--- config.mk ---
export PLATFORM = sky130hd
export DESIGN_NAME = cpu_muxed_bus_cycle_interface
export DESIGN_NICKNAME = d
export VERILOG_FILES = /design/src/bus_cycle_pkg.sv /design/src/cpu_muxed_bus_cycle_interface.sv
export SDC_FILE = /design/constraint.sdc
export NUM_CORES = 1
export LEC_CHECK = 0
export BUFFER_PORTS_ARGS = -buffer_cell sky130_fd_sc_hd__buf_2
export CAP_MARGIN = 20
export CELL_PAD_IN_SITES_DETAIL_PLACEMENT = 0
export CELL_PAD_IN_SITES_GLOBAL_PLACEMENT = 1
export CORE_ASPECT_RATIO = 0.9
export CORE_UTILIZATION = 38
export DETAILED_ROUTE_END_ITERATION = 16
export GPL_TIMING_DRIVEN = 0
export MAX_ROUTING_LAYER = met4
export PLACE_DENSITY_LB_ADDON = 0.1
export SLEW_MARGIN = 20
export SYNTH_ARGS = -nofsm -noshare
export SYNTH_HDL_FRONTEND = slang
export SYNTH_SLANG_ARGS = --single-unit
--- constraint.sdc ---
create_clock -name clk -period 4.95 [get_ports clk]
set_input_delay 0 -clock clk [delete_from_list [all_inputs] [get_ports clk]]
set_output_delay 0 -clock clk [all_outputs]
set_load 0.005 [all_outputs]
--- src/bus_cycle_pkg.sv ---
// constants for the multiplexed bus-cycle engine
// assumes a single 20 MHz clock domain and an active-low asynchronous reset
package bus_cycle_pkg;

    // bus states, one per clock
    typedef enum logic [2:0] {
        IDLE_ST  = 3'b000,
        ADDR_ST  = 3'b001,
        SECOND_ST = 3'b010,
        THIRD_ST = 3'b011,
        WAIT_ST  = 3'b100,
        FINAL_ST = 3'b101,
        HOLD_ST  = 3'b110
    } bus_state_type;

    // cycle kinds requested by the core
    typedef enum logic [1:0] {
        KIND_READ  = 2'b00,
        KIND_WRITE = 2'b01,
        KIND_IACK  = 2'b10
    } cycle_kind_type;

    // segment codes carried on the two low status bits (high, low)
    localparam logic [1:0] SEG_ALT_DATA = 2'b00;
    localparam logic [1:0] SEG_STACK    = 2'b01;
    localparam logic [1:0] SEG_CODE     = 2'b10;
    localparam logic [1:0] SEG_DATA     = 2'b11;

    // reset values of the address/data and upper lines, and the acknowledge cycle count
    localparam logic [15:0] ADDR_DATA_RESET = 16'h0000;
    localparam logic [3:0]  UPPER_RESET     = 4'h0;
    localparam logic [1:0]  IACK_CYCLES     = 2'h2;

endpackage : bus_cycle_pkg

--- src/cpu_muxed_bus_cycle_interface.sv ---
// multiplexed address/data bus cycle engine of a 16-bit processor
// assumes the core issues one request at a time and holds it until done pulses
`timescale 1ns/10ps
`default_nettype none

module cpu_muxed_bus_cycle_interface (
    // clock and reset
    input  wire logic                           clk,
    input  wire logic                           reset_n,
    // request from the core
    input  wire logic                           reqValid,
    input  wire bus_cycle_pkg::cycle_kind_type  reqKind,
    input  wire logic                           reqMemory,
    input  wire logic [19:0]                    reqAddr,
    input  wire logic                           reqHighByte,
    input  wire logic                           reqLowByte,
    input  wire logic [15:0]                    reqWriteData,
    input  wire logic [1:0]                     reqSegment,
    input  wire logic                           reqIntEnable,
    // answer to the core
    output logic                                reqDone,
    output logic [15:0]                         readData,
    // shared address/data lines
    input  wire logic [15:0]                    sharedAddrDataIn,
    output logic [15:0]                         sharedAddrDataOut,
    output logic                                sharedAddrDataOe,
    // upper address/status lines and high byte line
    output logic [3:0]                          upperAddrStatus,
    output logic                                upperAddrStatusOe,
    output logic                                highByteLaneEnableStatus,
    output logic                                highByteOe,
    // strobes and control
    output logic                                readStrobe_n,
    output logic                                writeStrobe_n,
    output logic                                strobeOe,
    output logic                                irqAckStrobe_n,
    output logic                                addrLatchEnable,
    output logic                                memIoSelect,
    // handshake pins
    input  wire logic                           readyIn,
    input  wire logic                           holdRequest,
    output logic                                busGrantOut
);

    ////////////////////////////////////////////////////////////////////////
    // pin synchronisers: three stages, change counts when stages 2 and 3 agree
    logic [2:0] readySync_reg;
    logic [2:0] holdSync_reg;
    logic       readyLevel_reg;
    logic       holdLevel_reg;
    wire  logic readyLevel_next = (readySync_reg[1] == readySync_reg[2]) ? readySync_reg[2] : readyLevel_reg;
    wire  logic holdLevel_next  = (holdSync_reg[1] == holdSync_reg[2]) ? holdSync_reg[2] : holdLevel_reg;

    always_ff @(posedge clk or negedge reset_n) begin
        if (!reset_n) begin
            readySync_reg  <= 3'h0;
            holdSync_reg   <= 3'h0;
            readyLevel_reg <= 1'b0;
            holdLevel_reg  <= 1'b0;
        end else begin
            readySync_reg  <= {readySync_reg[1:0], readyIn};
            holdSync_reg   <= {holdSync_reg[1:0], holdRequest};
            readyLevel_reg <= readyLevel_next;
            holdLevel_reg  <= holdLevel_next;
        end
    end

    ////////////////////////////////////////////////////////////////////////
    // state sequencing
    bus_cycle_pkg::bus_state_type state_reg;
    bus_cycle_pkg::bus_state_type state_next;
    logic                         iackSecond_reg;   // second acknowledge cycle in progress
    logic                         iackSecond_next;
    logic                         isIack;
    logic                         isRead;
    logic                         isWrite;

    assign isIack  = (reqKind == bus_cycle_pkg::KIND_IACK);
    assign isRead  = (reqKind == bus_cycle_pkg::KIND_READ);
    assign isWrite = (reqKind == bus_cycle_pkg::KIND_WRITE);

    // hold only granted between cycles, so a started cycle always completes
    always_comb begin
        state_next      = state_reg;
        iackSecond_next = iackSecond_reg;
        unique case (state_reg)
            bus_cycle_pkg::IDLE_ST: begin
                if (holdLevel_reg)
                    state_next = bus_cycle_pkg::HOLD_ST;
                // the core still shows the finished request while done stands, so it is not taken twice
                else if (reqValid && !reqDone)
                    state_next = bus_cycle_pkg::ADDR_ST;
            end
            bus_cycle_pkg::ADDR_ST:   state_next = bus_cycle_pkg::SECOND_ST;
            bus_cycle_pkg::SECOND_ST: state_next = bus_cycle_pkg::THIRD_ST;
            bus_cycle_pkg::THIRD_ST,
            bus_cycle_pkg::WAIT_ST:
                state_next = readyLevel_reg ? bus_cycle_pkg::FINAL_ST : bus_cycle_pkg::WAIT_ST;
            bus_cycle_pkg::FINAL_ST: begin
                if (isIack && !iackSecond_reg) begin
                    state_next      = bus_cycle_pkg::ADDR_ST;
                    iackSecond_next = 1'b1;
                end else begin
                    state_next      = bus_cycle_pkg::IDLE_ST;
                    iackSecond_next = 1'b0;
                end
            end
            bus_cycle_pkg::HOLD_ST:
                if (!holdLevel_reg)
                    state_next = bus_cycle_pkg::IDLE_ST;
            default: state_next = bus_cycle_pkg::IDLE_ST;
        endcase
    end

    always_ff @(posedge clk or negedge reset_n) begin
        if (!reset_n) begin
            state_reg      <= bus_cycle_pkg::IDLE_ST;
            iackSecond_reg <= 1'b0;
        end else begin
            state_reg      <= state_next;
            iackSecond_reg <= iackSecond_next;
        end
    end

    ////////////////////////////////////////////////////////////////////////
    // pin values decoded from the next state, so every pin is a flip-flop
    wire logic nAddr  = (state_next == bus_cycle_pkg::ADDR_ST);
    wire logic nData  = (state_next == bus_cycle_pkg::SECOND_ST) || (state_next == bus_cycle_pkg::THIRD_ST)
                      || (state_next == bus_cycle_pkg::WAIT_ST) || (state_next == bus_cycle_pkg::FINAL_ST);
    wire logic nHold  = (state_next == bus_cycle_pkg::HOLD_ST);
    wire logic nFinal = (state_next == bus_cycle_pkg::FINAL_ST);
    wire logic inCyc  = nAddr || nData;
    // read strobe window starts a state after the address floats
    wire logic nReadWin = (state_next == bus_cycle_pkg::THIRD_ST) || (state_next == bus_cycle_pkg::WAIT_ST);

    // address in addr phase, write data later, float for reads and acknowledge
    wire logic [15:0] sharedOut_next = nAddr ? {reqAddr[15:1], ~reqLowByte} : reqWriteData;
    wire logic        sharedOe_next  = !isIack && (nAddr || (nData && isWrite));
    // upper address in addr phase, I/O forces zero, then status
    // acknowledge cycles select I/O space, so their upper lines stay low like an I/O cycle
    wire logic [3:0]  upper_next = nAddr ? ((reqMemory && !isIack) ? reqAddr[19:16] : 4'h0)
                                         : {1'b0, reqIntEnable, reqSegment[1], reqSegment[0]};
    // lane enable (active low) then status
    wire logic        highByte_next = nAddr ? ~reqHighByte : 1'b0;
    // strobes in data states, released in final state
    // one turnaround state with nobody driving before the read strobe
    wire logic        rdStrobe_next = !(nReadWin && isRead);
    wire logic        wrStrobe_next = !(nData && !nFinal && isWrite);
    wire logic        iackStrobe_next = !(nData && !nFinal && isIack);
    wire logic        ioSelect_next = isIack ? 1'b0 : reqMemory;
    wire logic        done_next = (state_reg == bus_cycle_pkg::FINAL_ST) && (!isIack || iackSecond_reg);

    always_ff @(posedge clk or negedge reset_n) begin
        if (!reset_n) begin
            sharedAddrDataOut        <= bus_cycle_pkg::ADDR_DATA_RESET;
            sharedAddrDataOe         <= 1'b0;
            upperAddrStatus          <= bus_cycle_pkg::UPPER_RESET;
            upperAddrStatusOe        <= 1'b0;
            highByteLaneEnableStatus <= 1'b1;
            highByteOe               <= 1'b0;
            readStrobe_n             <= 1'b1;
            writeStrobe_n            <= 1'b1;
            strobeOe                 <= 1'b0;
            irqAckStrobe_n           <= 1'b1;
            addrLatchEnable          <= 1'b0;
            memIoSelect              <= 1'b0;
            busGrantOut              <= 1'b0;
            reqDone                  <= 1'b0;
            readData                 <= bus_cycle_pkg::ADDR_DATA_RESET;
        end else begin
            sharedAddrDataOut        <= sharedOut_next;
            sharedAddrDataOe         <= sharedOe_next;
            upperAddrStatus          <= upper_next;
            upperAddrStatusOe        <= !nHold && inCyc;
            highByteLaneEnableStatus <= highByte_next;
            highByteOe               <= !nHold && inCyc;
            readStrobe_n             <= rdStrobe_next;
            writeStrobe_n            <= wrStrobe_next;
            // strobes and select float in hold
            strobeOe                 <= !nHold;
            irqAckStrobe_n           <= iackStrobe_next;
            // one clock pulse per address phase
            addrLatchEnable          <= nAddr;
            memIoSelect              <= ioSelect_next;
            busGrantOut              <= nHold;
            reqDone                  <= done_next;
            // read data captured at end of the last ready-qualified state
            if (state_reg != bus_cycle_pkg::IDLE_ST && state_next == bus_cycle_pkg::FINAL_ST && isRead)
                readData <= sharedAddrDataIn;
        end
    end

    ////////////////////////////////////////////////////////////////////////
    // checks
    // read strobe never active while we drive the shared lines
    rd_no_drive_a: assert property (
        @(posedge clk) disable iff (!reset_n) !readStrobe_n |-> !sharedAddrDataOe)
        else $error("bus driven during read");
    // shared lines already released in the clock before the read strobe
    rd_turn_a: assert property (
        @(posedge clk) disable iff (!reset_n) !readStrobe_n |-> !$past(sharedAddrDataOe))
        else $error("no turnaround before read");
    ale_pulse_a: assert property (
        @(posedge clk) disable iff (!reset_n) addrLatchEnable |=> !addrLatchEnable)
        else $error("ale wider than one clock");
    hold_float_a: assert property (
        @(posedge clk) disable iff (!reset_n)
        busGrantOut |-> !sharedAddrDataOe && !strobeOe && !upperAddrStatusOe)
        else $error("driving during hold");
    // address phase is followed by second state
    addr_step_a: assert property (
        @(posedge clk) disable iff (!reset_n)
        state_reg == bus_cycle_pkg::ADDR_ST |=> state_reg == bus_cycle_pkg::SECOND_ST)
        else $error("bad state step");
    // no ready in third state means a wait
    wait_ins_a: assert property (
        @(posedge clk) disable iff (!reset_n)
        (state_reg == bus_cycle_pkg::THIRD_ST && !readyLevel_reg) |=> state_reg == bus_cycle_pkg::WAIT_ST)
        else $error("wait not inserted");
    // I/O address phase drives upper lines low
    io_upper_a: assert property (
        @(posedge clk) disable iff (!reset_n) (addrLatchEnable && !memIoSelect) |-> upperAddrStatus == 4'h0)
        else $error("upper lines not low for io");
    final_idle_a: assert property (
        @(posedge clk) disable iff (!reset_n)
        state_reg == bus_cycle_pkg::FINAL_ST |-> readStrobe_n && writeStrobe_n)
        else $error("strobe active in final state");
    // acknowledge cycles never drive the shared lines
    iack_float_a: assert property (
        @(posedge clk) disable iff (!reset_n) !irqAckStrobe_n |-> !sharedAddrDataOe ##1 !sharedAddrDataOe)
        else $error("bus driven in acknowledge");
    // hold request seen while idle is granted at the next clock
    hold_grant_a: assert property (
        @(posedge clk) disable iff (!reset_n)
        (holdLevel_reg && state_reg == bus_cycle_pkg::IDLE_ST) |=> busGrantOut)
        else $error("hold not granted");

endmodule : cpu_muxed_bus_cycle_interface

`default_nettype wire

==> results.py, run 1 <==
metrics = {
    "finish": {
        "design.final.nets": 414,
        "antenna_cells": 0,
        "drive_above_1_share": 0.483,
        "layout.cells.most_common": "sky130_fd_sc_hd__buf_2",
        "layout.cells.most_common_list": "sky130_fd_sc_hd__buf_2 (111), sky130_fd_sc_hd__dlygate4sd3_1 (62), sky130_fd_sc_hd__dfrtp_1 (55), sky130_fd_sc_hd__mux2_4 (20)",
        "areaGrowthSynthToFinish_pct": 61.4,
        "final_cell_area_um2": 3860,
        "largest_registers": "readData x16, sharedAddrDataOut x16, upperAddrStatus x4",
    },
    "synthesis": {
        "mappedNetlistArea_um2": 2390,
        "synth_edf_count": 0,
        "synth.yosys.seq_area_share": 0.620,
        "synth.lib_cells_used.distinct": 39,
        "synthesis.yosys.warnings": 0,
        "syn_nets": 230,
        "postSynth.asyncResetShare": 1.00,
        "synth_area_per_cell_um2": 14.5,
        "synth_flop_cell": "sky130_fd_sc_hd__dfrtp_1",
        "cells_after_synthesis": 165,
        "ys_seq_elements": 59,
    },
    "place": {
        "dpl.hpwl_um": 3440,
        "postPlaceCellArea_um2": 3040,
        "gpl.final_weighted_congestion": 0.811,
        "placement.io_buffers": 111,
    },
    "sta": {
        "worst-slew-pin-transition_ps": 732,
        "report.final.hold_viol_count": 0,
        "layout_worst_path_cycle_share": 0.539,
        "rsz_0062_raised_after_global_routing": "no",
        "fin_skew_ps": 6.73,
        "final.min_clock_period_ps": 2670,
        "maxClockFrequency_mhz": 375,
        "tns_ps": 0,
        "final.hold.worst_slack_ps": 102,
        "setup_violations": 0,
        "timing_max_transition_violations_final": 0,
        "slew-limit-headroom": 0.512,
    },
    "floorplan": {
        "floorplan.die.height_um": 77.2,
        "initial_cell_density_of_the_core": 0.393,
        "die_area_um2": 6610,
        "floorplan.die.width_um": 85.6,
        "floorplan.io_pins": 113,
        "placeableCoreArea_um2": 6080,
        "rows": 27,
    },
    "clocking": {
        "clkSlewWorstSetupHoldPaths_ps": 70,
        "cts.htree.levels": 3,
        "ctsLongestPathBuffers": 2,
        "clock_sinks": 59,
        "clk-insertion-delay-late_ps": 330,
        "cts-resized-gates": 0,
        "cts_tree": "yes",
        "cts.root.buffer_cell": "sky130_fd_sc_hd__clkbuf_8",
        "cts_inserted_buffers": 9,
    },
    "routing": {
        "totalWireLength_um": 5550,
        "antenna_violating_nets_left": 0,
        "drt_pass1_iterations": 5,
        "drc": 0,
        "drt_iter0_drc": 91,
        "avgRoutedWirePerCell_um": 13.0,
        "via_per_inst": 4.53,
        "via_count": 1930,
    },
    "grt": {
        "grt_max_degree": 60,
        "grt_pass1_wl_um": 9140,
        "grt_use_total": 0.189,
        "first_global_vias": 2016,
        "grt_overflow_total": 0,
        "antenna_violations_before_repair": 0,
    },
    "pwr": {
        "power.density_nw_per_um2": 484,
        "switchingPower_w": 0.000542,
        "total_power_w": 0.00187,
        "power.share.combinational": 0.389,
        "leakagePower_nw": 1.93,
        "power.ir.vdd_worst_uv": 246,
        "clock_power_share": 0.234,
        "pwr-share-seq": 0.378,
        "p_sw_frac": 0.290,
        "internal_power_consumption_w": 0.00133,
    },
    "setup_path": {
        "critPathCapture": "sharedAddrDataOut[7]",
        "critical_path.startpoint": "state_reg[1]",
        "cp_max_fo": 10,
        "crit_path_required_time_ps": 5160,
        "crit_path_end_kind": "flop",
        "timing.critical_path.arrival_ps": 2880,
        "crit-reg2reg-capture": "sharedAddrDataOut[7]",
        "crit_type": "flop to flop",
        "timing.critical_path.from_type": "flop",
        "worst_r2r_startpoint": "state_reg[1]",
        "ff2ff_setup_slack_ps": 2280,
        "rr_worst_depth": 7,
    },
    "flow_run": {
        "max_cap_viol_count": 0,
    },
    "worst_hold_path": {
        "timing.hold.worst.class": "primary input to flop",
    },
    "run_status": {
        "outcome": "finished clean",
    },
}
-- through the flow --
stage | utilization | worst slack [ps] | cells
final | 0.634 | 2280 | 426
after global routing | 0.634 | 2180 | 426
after CTS | 0.634 | 2270 | 426
after detailed placement | 0.500 | 2830 | 348
after global placement | 0.499 | 2870 | 348
after floorplan | - | 3000 | 165
-- how the worst min path moves through the flow --
stage / startpoint / end / slack [ps] / cells after the start
after floorplan: reset_n / addrLatchEnable / -300 / 0
after global placement: holdRequest / holdSync_reg[0] / 110 / 1
after detailed placement: readyIn / readySync_reg[0] / 110 / 1
after CTS: reqMemory / memIoSelect / 90 / 3
after global routing: reqMemory / memIoSelect / 120 / 3
final: reqMemory / memIoSelect / 100 / 3
-- worst max-delay path: stages (launching register included) --
cell	delay, ps
sky130_fd_sc_hd__dfrtp_1	390
sky130_fd_sc_hd__buf_6	140
sky130_fd_sc_hd__or3_1	360
sky130_fd_sc_hd__a21o_1	220
sky130_fd_sc_hd__a32oi_4	350
sky130_fd_sc_hd__buf_8	220
sky130_fd_sc_hd__mux2_4	300
sky130_fd_sc_hd__dlygate4sd3_1	560
-- layout make-up --
class                           instances  area [µm²]
Clock inverter                          2        35.0
Fill cell                             497        2220
Sequential cell                        59        1480
Buffer                                  9        88.8
Timing Repair Buffer                  173        1180
Inverter                                8        30.0
Tap cell                               72        90.1
Clock buffer                           14         163
Multi-Input combinational cell         89         790
-- synth_stat cells (2+ instances only) --
cell type	n	area, µm²
sky130_fd_sc_hd__inv_1	8	30.0
sky130_fd_sc_hd__nor2_1	6	22.5
sky130_fd_sc_hd__dfrtp_1	55	1380
sky130_fd_sc_hd__nand3_1	6	30.0
sky130_fd_sc_hd__nand2_1	11	41.3
sky130_fd_sc_hd__buf_4	3	22.5
sky130_fd_sc_hd__nand2b_1	4	25.0
sky130_fd_sc_hd__nor3b_1	3	22.5
sky130_fd_sc_hd__dfstp_2	4	105
sky130_fd_sc_hd__maj3_1	2	20.0
sky130_fd_sc_hd__o21ai_0	4	20.0
sky130_fd_sc_hd__buf_6	2	22.5
sky130_fd_sc_hd__o21ai_1	2	10.0
sky130_fd_sc_hd__mux2_2	11	124
sky130_fd_sc_hd__mux2_4	20	300
-- routing by layer --
metal	global-route usage	wire, µm	vias to the layer above
met2	0.310	2710	86
li1	-	-	928
met3	0.0786	453	6
met4	0.0500	60	0
met5	-	0	-
met1	0.212	2330	910
-- logic make-up after synthesis --
group / share of synthesized area
and+or+nand+nor: 0.0911
adders and majority gates: 0.00838
buffers and inverters: 0.0497
DFF: 0.620
AOI/OAI and AO/OA: 0.0492
muxes: 0.182
-- power by group through the flow --
stage	logic [W]	registers (W)	clock network, W
3_3_place_gp	0.000629	0.000707	0
2_1_floorplan	0.000376	0.000728	0
3_5_place_dp	0.000636	0.000711	0
4_1_cts	0.000727	0.000706	0.000452
6_report	0.000726	0.000705	0.000436
5_1_grt	0.000795	0.000724	0.000476
-- repair_timing --
action,in CTS,in global routing
hold buffers,62,0
setup buffers,0,0
endpoints found under the hold margin,98,0
Power figures use the tool's default switching activity.
==> run 2: changes to the inputs <==
--- a/config.mk
+++ b/config.mk
@@ -10,7 +10,7 @@
 export CELL_PAD_IN_SITES_DETAIL_PLACEMENT = 0
 export CELL_PAD_IN_SITES_GLOBAL_PLACEMENT = 1
 export CORE_ASPECT_RATIO = 0.9
-export CORE_UTILIZATION = 38
+export CORE_UTILIZATION = 32
 export DETAILED_ROUTE_END_ITERATION = 16
 export GPL_TIMING_DRIVEN = 0
 export MAX_ROUTING_LAYER = met4
==> constraint.sdc (replaced) <==
create_clock -name clk -period 2.32 [get_ports clk]
set_input_delay 0 -clock clk [delete_from_list [all_inputs] [get_ports clk]]
set_output_delay 0 -clock clk [all_outputs]
set_load 0.005 [all_outputs]
==> results.py, run 2 (same netlist as run 1, synthesis figures left out) <==
metrics = {
    "clocking": {
        "cts_inserted_buffers": 9,
        "clock_sinks": 59,
        "clkSlewWorstSetupHoldPaths_ps": 70,
        "post_cts.repair.setup_buffers": 0,
        "ctsLongestPathBuffers": 2,
        "cts.htree.levels": 3,
        "cts.root.buffer_cell": "sky130_fd_sc_hd__clkbuf_8",
        "clk-insertion-delay-late_ps": 330,
        "cts_hold_buf": 62,
        "cts-resized-gates": 0,
        "cts_tree": "yes",
    },
    "sta": {
        "fin_skew_ps": 13.4,
        "rsz_0062_raised_after_global_routing": "no",
        "report.final.hold_viol_count": 0,
        "layout_worst_path_cycle_share": 0.922,
        "worst-slew-pin-transition_ps": 726,
        "timing_max_transition_violations_final": 0,
        "final.hold.worst_slack_ps": 110,
        "slew-limit-headroom": 0.516,
        "tns_ps": 0,
        "setup_violations": 0,
        "final.min_clock_period_ps": 2140,
        "maxClockFrequency_mhz": 468,
    },
    "routing": {
        "avgRoutedWirePerCell_um": 13.4,
        "via_per_inst": 4.29,
        "drc": 0,
        "drt_iter0_drc": 72,
        "totalWireLength_um": 5970,
        "drt_pass1_iterations": 4,
        "via_count": 1918,
        "antenna_violating_nets_left": 0,
    },
    "setup_path": {
        "crit_path_top_delay_cell": "sky130_fd_sc_hd__dlygate4sd3_1",
        "slowest_delay_ps": 590,
        "cp.buffers_inverters": 2,
        "timing.critical_path.arrival_ps": 2400,
        "crit_path_cell_trace": "buf_6 > or3_1 > a21o_1 > nand2_1 > o2111ai_1 > o41ai_1 > dlygate4sd3_1",
        "crit_path_end_kind": "flop",
        "rr_worst_depth": 7,
        "crit_path_required_time_ps": 2580,
        "cp_max_fo": 10,
        "critical_path_depth": 7,
        "timing.critical_path.from_type": "flop",
        "crit_type": "flop to flop",
        "critical_path.top_delay_family": "buffers and inverters",
    },
    "grt": {
        "grt_pass1_wl_um": 9790,
        "grt_use_total": 0.172,
        "grt_max_degree": 60,
        "first_global_vias": 2001,
        "grt_overflow_total": 0,
        "antenna_violations_before_repair": 0,
    },
    "finish": {
        "filler_cell_count": 618,
        "drive_above_1_share": 0.483,
        "areaGrowthSynthToFinish_pct": 62.5,
        "layout.cells.most_common": "sky130_fd_sc_hd__buf_2",
        "largest_registers": "readData x16, sharedAddrDataOut x16, upperAddrStatus x4",
        "multiInputGateArea_um2": 790,
        "regArea_um2": 1480,
        "design.final.nets": 414,
        "layout.cells.most_common_list": "sky130_fd_sc_hd__buf_2 (111), sky130_fd_sc_hd__dlygate4sd3_1 (62), sky130_fd_sc_hd__dfrtp_1 (55), sky130_fd_sc_hd__mux2_4 (20)",
        "antenna_cells": 0,
    },
    "pwr": {
        "power.density_nw_per_um2": 1000,
        "power.ir.vdd_worst_uv": 421,
        "leakagePower_nw": 1.93,
    },
    "floorplan": {
        "rows": 29,
        "placeableCoreArea_um2": 7150,
        "floorplan.die.height_um": 84.0,
        "floorplan.io_pins": 113,
        "floorplan.die.width_um": 93.1,
        "die_area_um2": 7820,
        "initial_cell_density_of_the_core": 0.334,
    },
    "place": {
        "placement.io_buffers": 111,
        "gpl.final_weighted_congestion": 0.753,
        "dpl.hpwl_um": 3670,
    },
    "worst_hold_path": {
        "timing.hold.worst.class": "primary input to flop",
        "min_delay_path_depth": 3,
    },
    "run_status": {
        "outcome": "finished clean",
    },
    "flow_run": {
        "max_cap_viol_count": 0,
    },
}
run 2: path summary, 6_finish.rpt:
path	startpoint	to	slack, ps
max	state_reg[1]	sharedAddrDataOe	180
min	reqMemory	memIoSelect	110
max reg2reg	state_reg[1]	sharedAddrDataOe	180
min reg2reg	readySync_reg[0]	readySync_reg[1]	340
max in group asynchronous	reset_n	sharedAddrDataOut[2]	1560
min in group asynchronous	reset_n	state_reg[2]	280
run 2: report_power, final:
group          internal [W]  switching (W)  total, W
clock              0.000555       0.000386  0.000940
combinational      0.000814       0.000632   0.00145
sequential          0.00137       0.000137   0.00151
run 2: stage by stage:
stage	utilization	area [µm²]	std cells	worst slack, ps	total power, W
4_1_cts	0.543	3880	447	189	0.00393
6_report	0.543	3880	447	182	0.00389
2_1_floorplan	-	2390	165	369	0.00236
5_1_grt	0.543	3880	447	66.8	0.00416
3_5_place_dp	0.429	3060	369	211	0.00288
3_3_place_gp	0.428	3060	369	223	0.00288
run 2: per-layer routing:
layer	GRT usage	wire, µm
met5	-	0
met2	0.263	2860
met3	0.0501	366
met4	0.0713	65
met1	0.212	2680
run 2: worst reg2reg max path: stages, from the launching register on:
cell	delay (ps)
sky130_fd_sc_hd__dfrtp_1	400
sky130_fd_sc_hd__buf_6	150
sky130_fd_sc_hd__or3_1	360
sky130_fd_sc_hd__a21o_1	220
sky130_fd_sc_hd__nand2_1	130
sky130_fd_sc_hd__o2111ai_1	140
sky130_fd_sc_hd__o41ai_1	90
sky130_fd_sc_hd__dlygate4sd3_1	590
run 2: cell type report:
| class | count | share of cell area |
|---|---|---|
| timing repair buffer | 173 | 0.304 |
| buffer | 9 | 0.0229 |
| tap | 93 | 0.0300 |
| multi-input combinational | 89 | 0.203 |
| clock inverter | 2 | 0.00902 |
| sequential | 59 | 0.382 |
| clock buffer | 14 | 0.0419 |
| inverter | 8 | 0.00773 |
==> run 3: changes to the inputs <==
--- a/config.mk
+++ b/config.mk
@@ -14,7 +14,7 @@
 export DETAILED_ROUTE_END_ITERATION = 16
 export GPL_TIMING_DRIVEN = 0
 export MAX_ROUTING_LAYER = met4
-export PLACE_DENSITY_LB_ADDON = 0.1
+export PLACE_DENSITY = 0.74
 export SLEW_MARGIN = 20
 export SYNTH_ARGS = -nofsm -noshare
 export SYNTH_HDL_FRONTEND = slang
==> results.py, run 3 (same netlist as run 1, synthesis figures left out) <==
metrics = {
    "finish": {
        "multiInputGateArea_um2": 790,
        "antenna_cells": 0,
        "filler_cell_count": 602,
        "final_cell_area_um2": 3880,
        "drive_above_1_share": 0.489,
        "layout.cells.most_common": "sky130_fd_sc_hd__buf_2",
        "areaGrowthSynthToFinish_pct": 62.3,
        "regArea_um2": 1480,
        "design.final.nets": 414,
        "layout.cells.most_common_list": "sky130_fd_sc_hd__buf_2 (111), sky130_fd_sc_hd__dlygate4sd3_1 (62), sky130_fd_sc_hd__dfrtp_1 (55), sky130_fd_sc_hd__mux2_4 (20)",
        "largest_registers": "readData x16, sharedAddrDataOut x16, upperAddrStatus x4",
    },
    "floorplan": {
        "rows": 29,
        "die_area_um2": 7820,
        "placeableCoreArea_um2": 7150,
        "floorplan.io_pins": 113,
        "floorplan.die.height_um": 84.0,
        "floorplan.die.width_um": 93.1,
        "initial_cell_density_of_the_core": 0.334,
    },
    "setup_path": {
        "cp.buffers_inverters": 2,
        "critical_path.top_delay_family": "compound AO/OA/AOI/OAI gates",
        "crit_path_top_delay_cell": "sky130_fd_sc_hd__dfrtp_1",
        "crit_path_end_kind": "flop",
        "crit_path_cell_trace": "buf_6 > or3_1 > a21o_1 > a32oi_4 > buf_8 > mux2_4",
        "timing.critical_path.from_type": "flop",
        "cp_max_fo": 10,
        "slowest_delay_ps": 400,
        "crit_path_required_time_ps": 2530,
        "timing.critical_path.arrival_ps": 2330,
        "crit_type": "flop to flop",
    },
    "sta": {
        "worst-slew-pin-transition_ps": 730,
        "slew-limit-headroom": 0.513,
        "rsz_0062_raised_after_global_routing": "no",
        "timing_max_transition_violations_final": 0,
        "tns_ps": 0,
        "fin_skew_ps": 6.52,
        "final.min_clock_period_ps": 2110,
        "layout_worst_path_cycle_share": 0.912,
        "report.final.hold_viol_count": 0,
        "maxClockFrequency_mhz": 473,
        "setup_violations": 0,
    },
    "clocking": {
        "cts_inserted_buffers": 9,
        "clock_sinks": 59,
        "cts_tree": "yes",
        "cts.root.buffer_cell": "sky130_fd_sc_hd__clkbuf_8",
        "cts.htree.levels": 3,
        "post_cts.repair.setup_buffers": 0,
        "cts-resized-gates": 0,
        "clk-insertion-delay-late_ps": 330,
        "clkSlewWorstSetupHoldPaths_ps": 60,
        "ctsLongestPathBuffers": 2,
    },
    "routing": {
        "drt_pass1_iterations": 4,
        "avgRoutedWirePerCell_um": 13.0,
        "via_count": 1935,
        "antenna_violating_nets_left": 0,
        "via_per_inst": 4.33,
        "totalWireLength_um": 5810,
        "drc": 0,
        "drt_iter0_drc": 103,
    },
    "pwr": {
        "power.ir.vdd_worst_uv": 468,
        "power.density_nw_per_um2": 990,
        "leakagePower_nw": 1.93,
    },
    "grt": {
        "antenna_violations_before_repair": 0,
        "grt_use_total": 0.160,
        "first_global_vias": 2015,
        "grt_pass1_wl_um": 9120,
        "grt_max_degree": 60,
        "grt_overflow_total": 0,
    },
    "place": {
        "postPlaceCellArea_um2": 3060,
        "dpl.hpwl_um": 3400,
        "gpl.final_weighted_congestion": 0.792,
        "placement.io_buffers": 111,
    },
    "run_status": {
        "outcome": "finished clean",
    },
    "worst_hold_path": {
        "timing.hold.worst.class": "primary input to flop",
    },
    "flow_run": {
        "max_cap_viol_count": 0,
    },
}
## run 3: cell types whose count changed in the layout (fill, tap and decap cells not counted), sizes merged
cell	previous run	this run
clkinvlp	0	1
clkinv	1	3
clkbuf	15	12
## run 3: stage by stage
stage	cells	power, W	hold WS [ps]	worst slack [ps]	utilization
final	447	0.00384	95.3	205	0.543
after global routing	447	0.00409	88.9	76.1	0.543
after CTS	447	0.00388	77.9	167	0.543
after detailed placement	369	0.00287	109	171	0.429
after global placement	369	0.00284	109	217	0.428
after floorplan	165	0.00236	-296	369	-
## run 3: area by class of cell
class,count,area share
inverter,8,0.00774
timing repair buffer,173,0.304
tap,93,0.0300
sequential,59,0.382
clock buffer,11,0.0365
buffer,9,0.0229
multi-input combinational,89,0.204
clock inverter,5,0.0135
## run 3: worst paths after layout
kind	start	end	slack [ps]	cells after the start
max in group asynchronous	reset_n	sharedAddrDataOut[13]	1560	2
max	state_reg[1]	sharedAddrDataOut[13]	210	6
min	reqMemory	memIoSelect	100	3
min in group asynchronous	reset_n	busGrantOut	270	2
max reg2reg	state_reg[1]	sharedAddrDataOut[13]	210	6
min reg2reg	holdSync_reg[0]	holdSync_reg[1]	350	0
## run 3: worst min-delay path, delay by kind of cell
kind	cells	cell delay (ps)
buffers and inverters	2	230
and+or+nand+nor	1	120
## run 3: metal layers
metal,vias up,track usage,share of wire
met5,-,-,0
met2,89,0.269,0.49
met1,904,0.169,0.42
met4,0,0.0587,0.020
met3,12,0.0656,0.074
li1,930,-,-
## run 3: power by group
group	switching [W]	total (W)	internal (W)
clock	0.000381	0.000901	0.000519
combinational	0.000623	0.00144	0.000814
sequential	0.000133	0.00150	0.00137
total	0.00114	0.00384	0.00270
## run 3: repair_timing
action,4_1_cts,5_1_grt
endpoints found under the hold margin,98,0
setup endpoints to repair,0,0
hold buffers,62,0
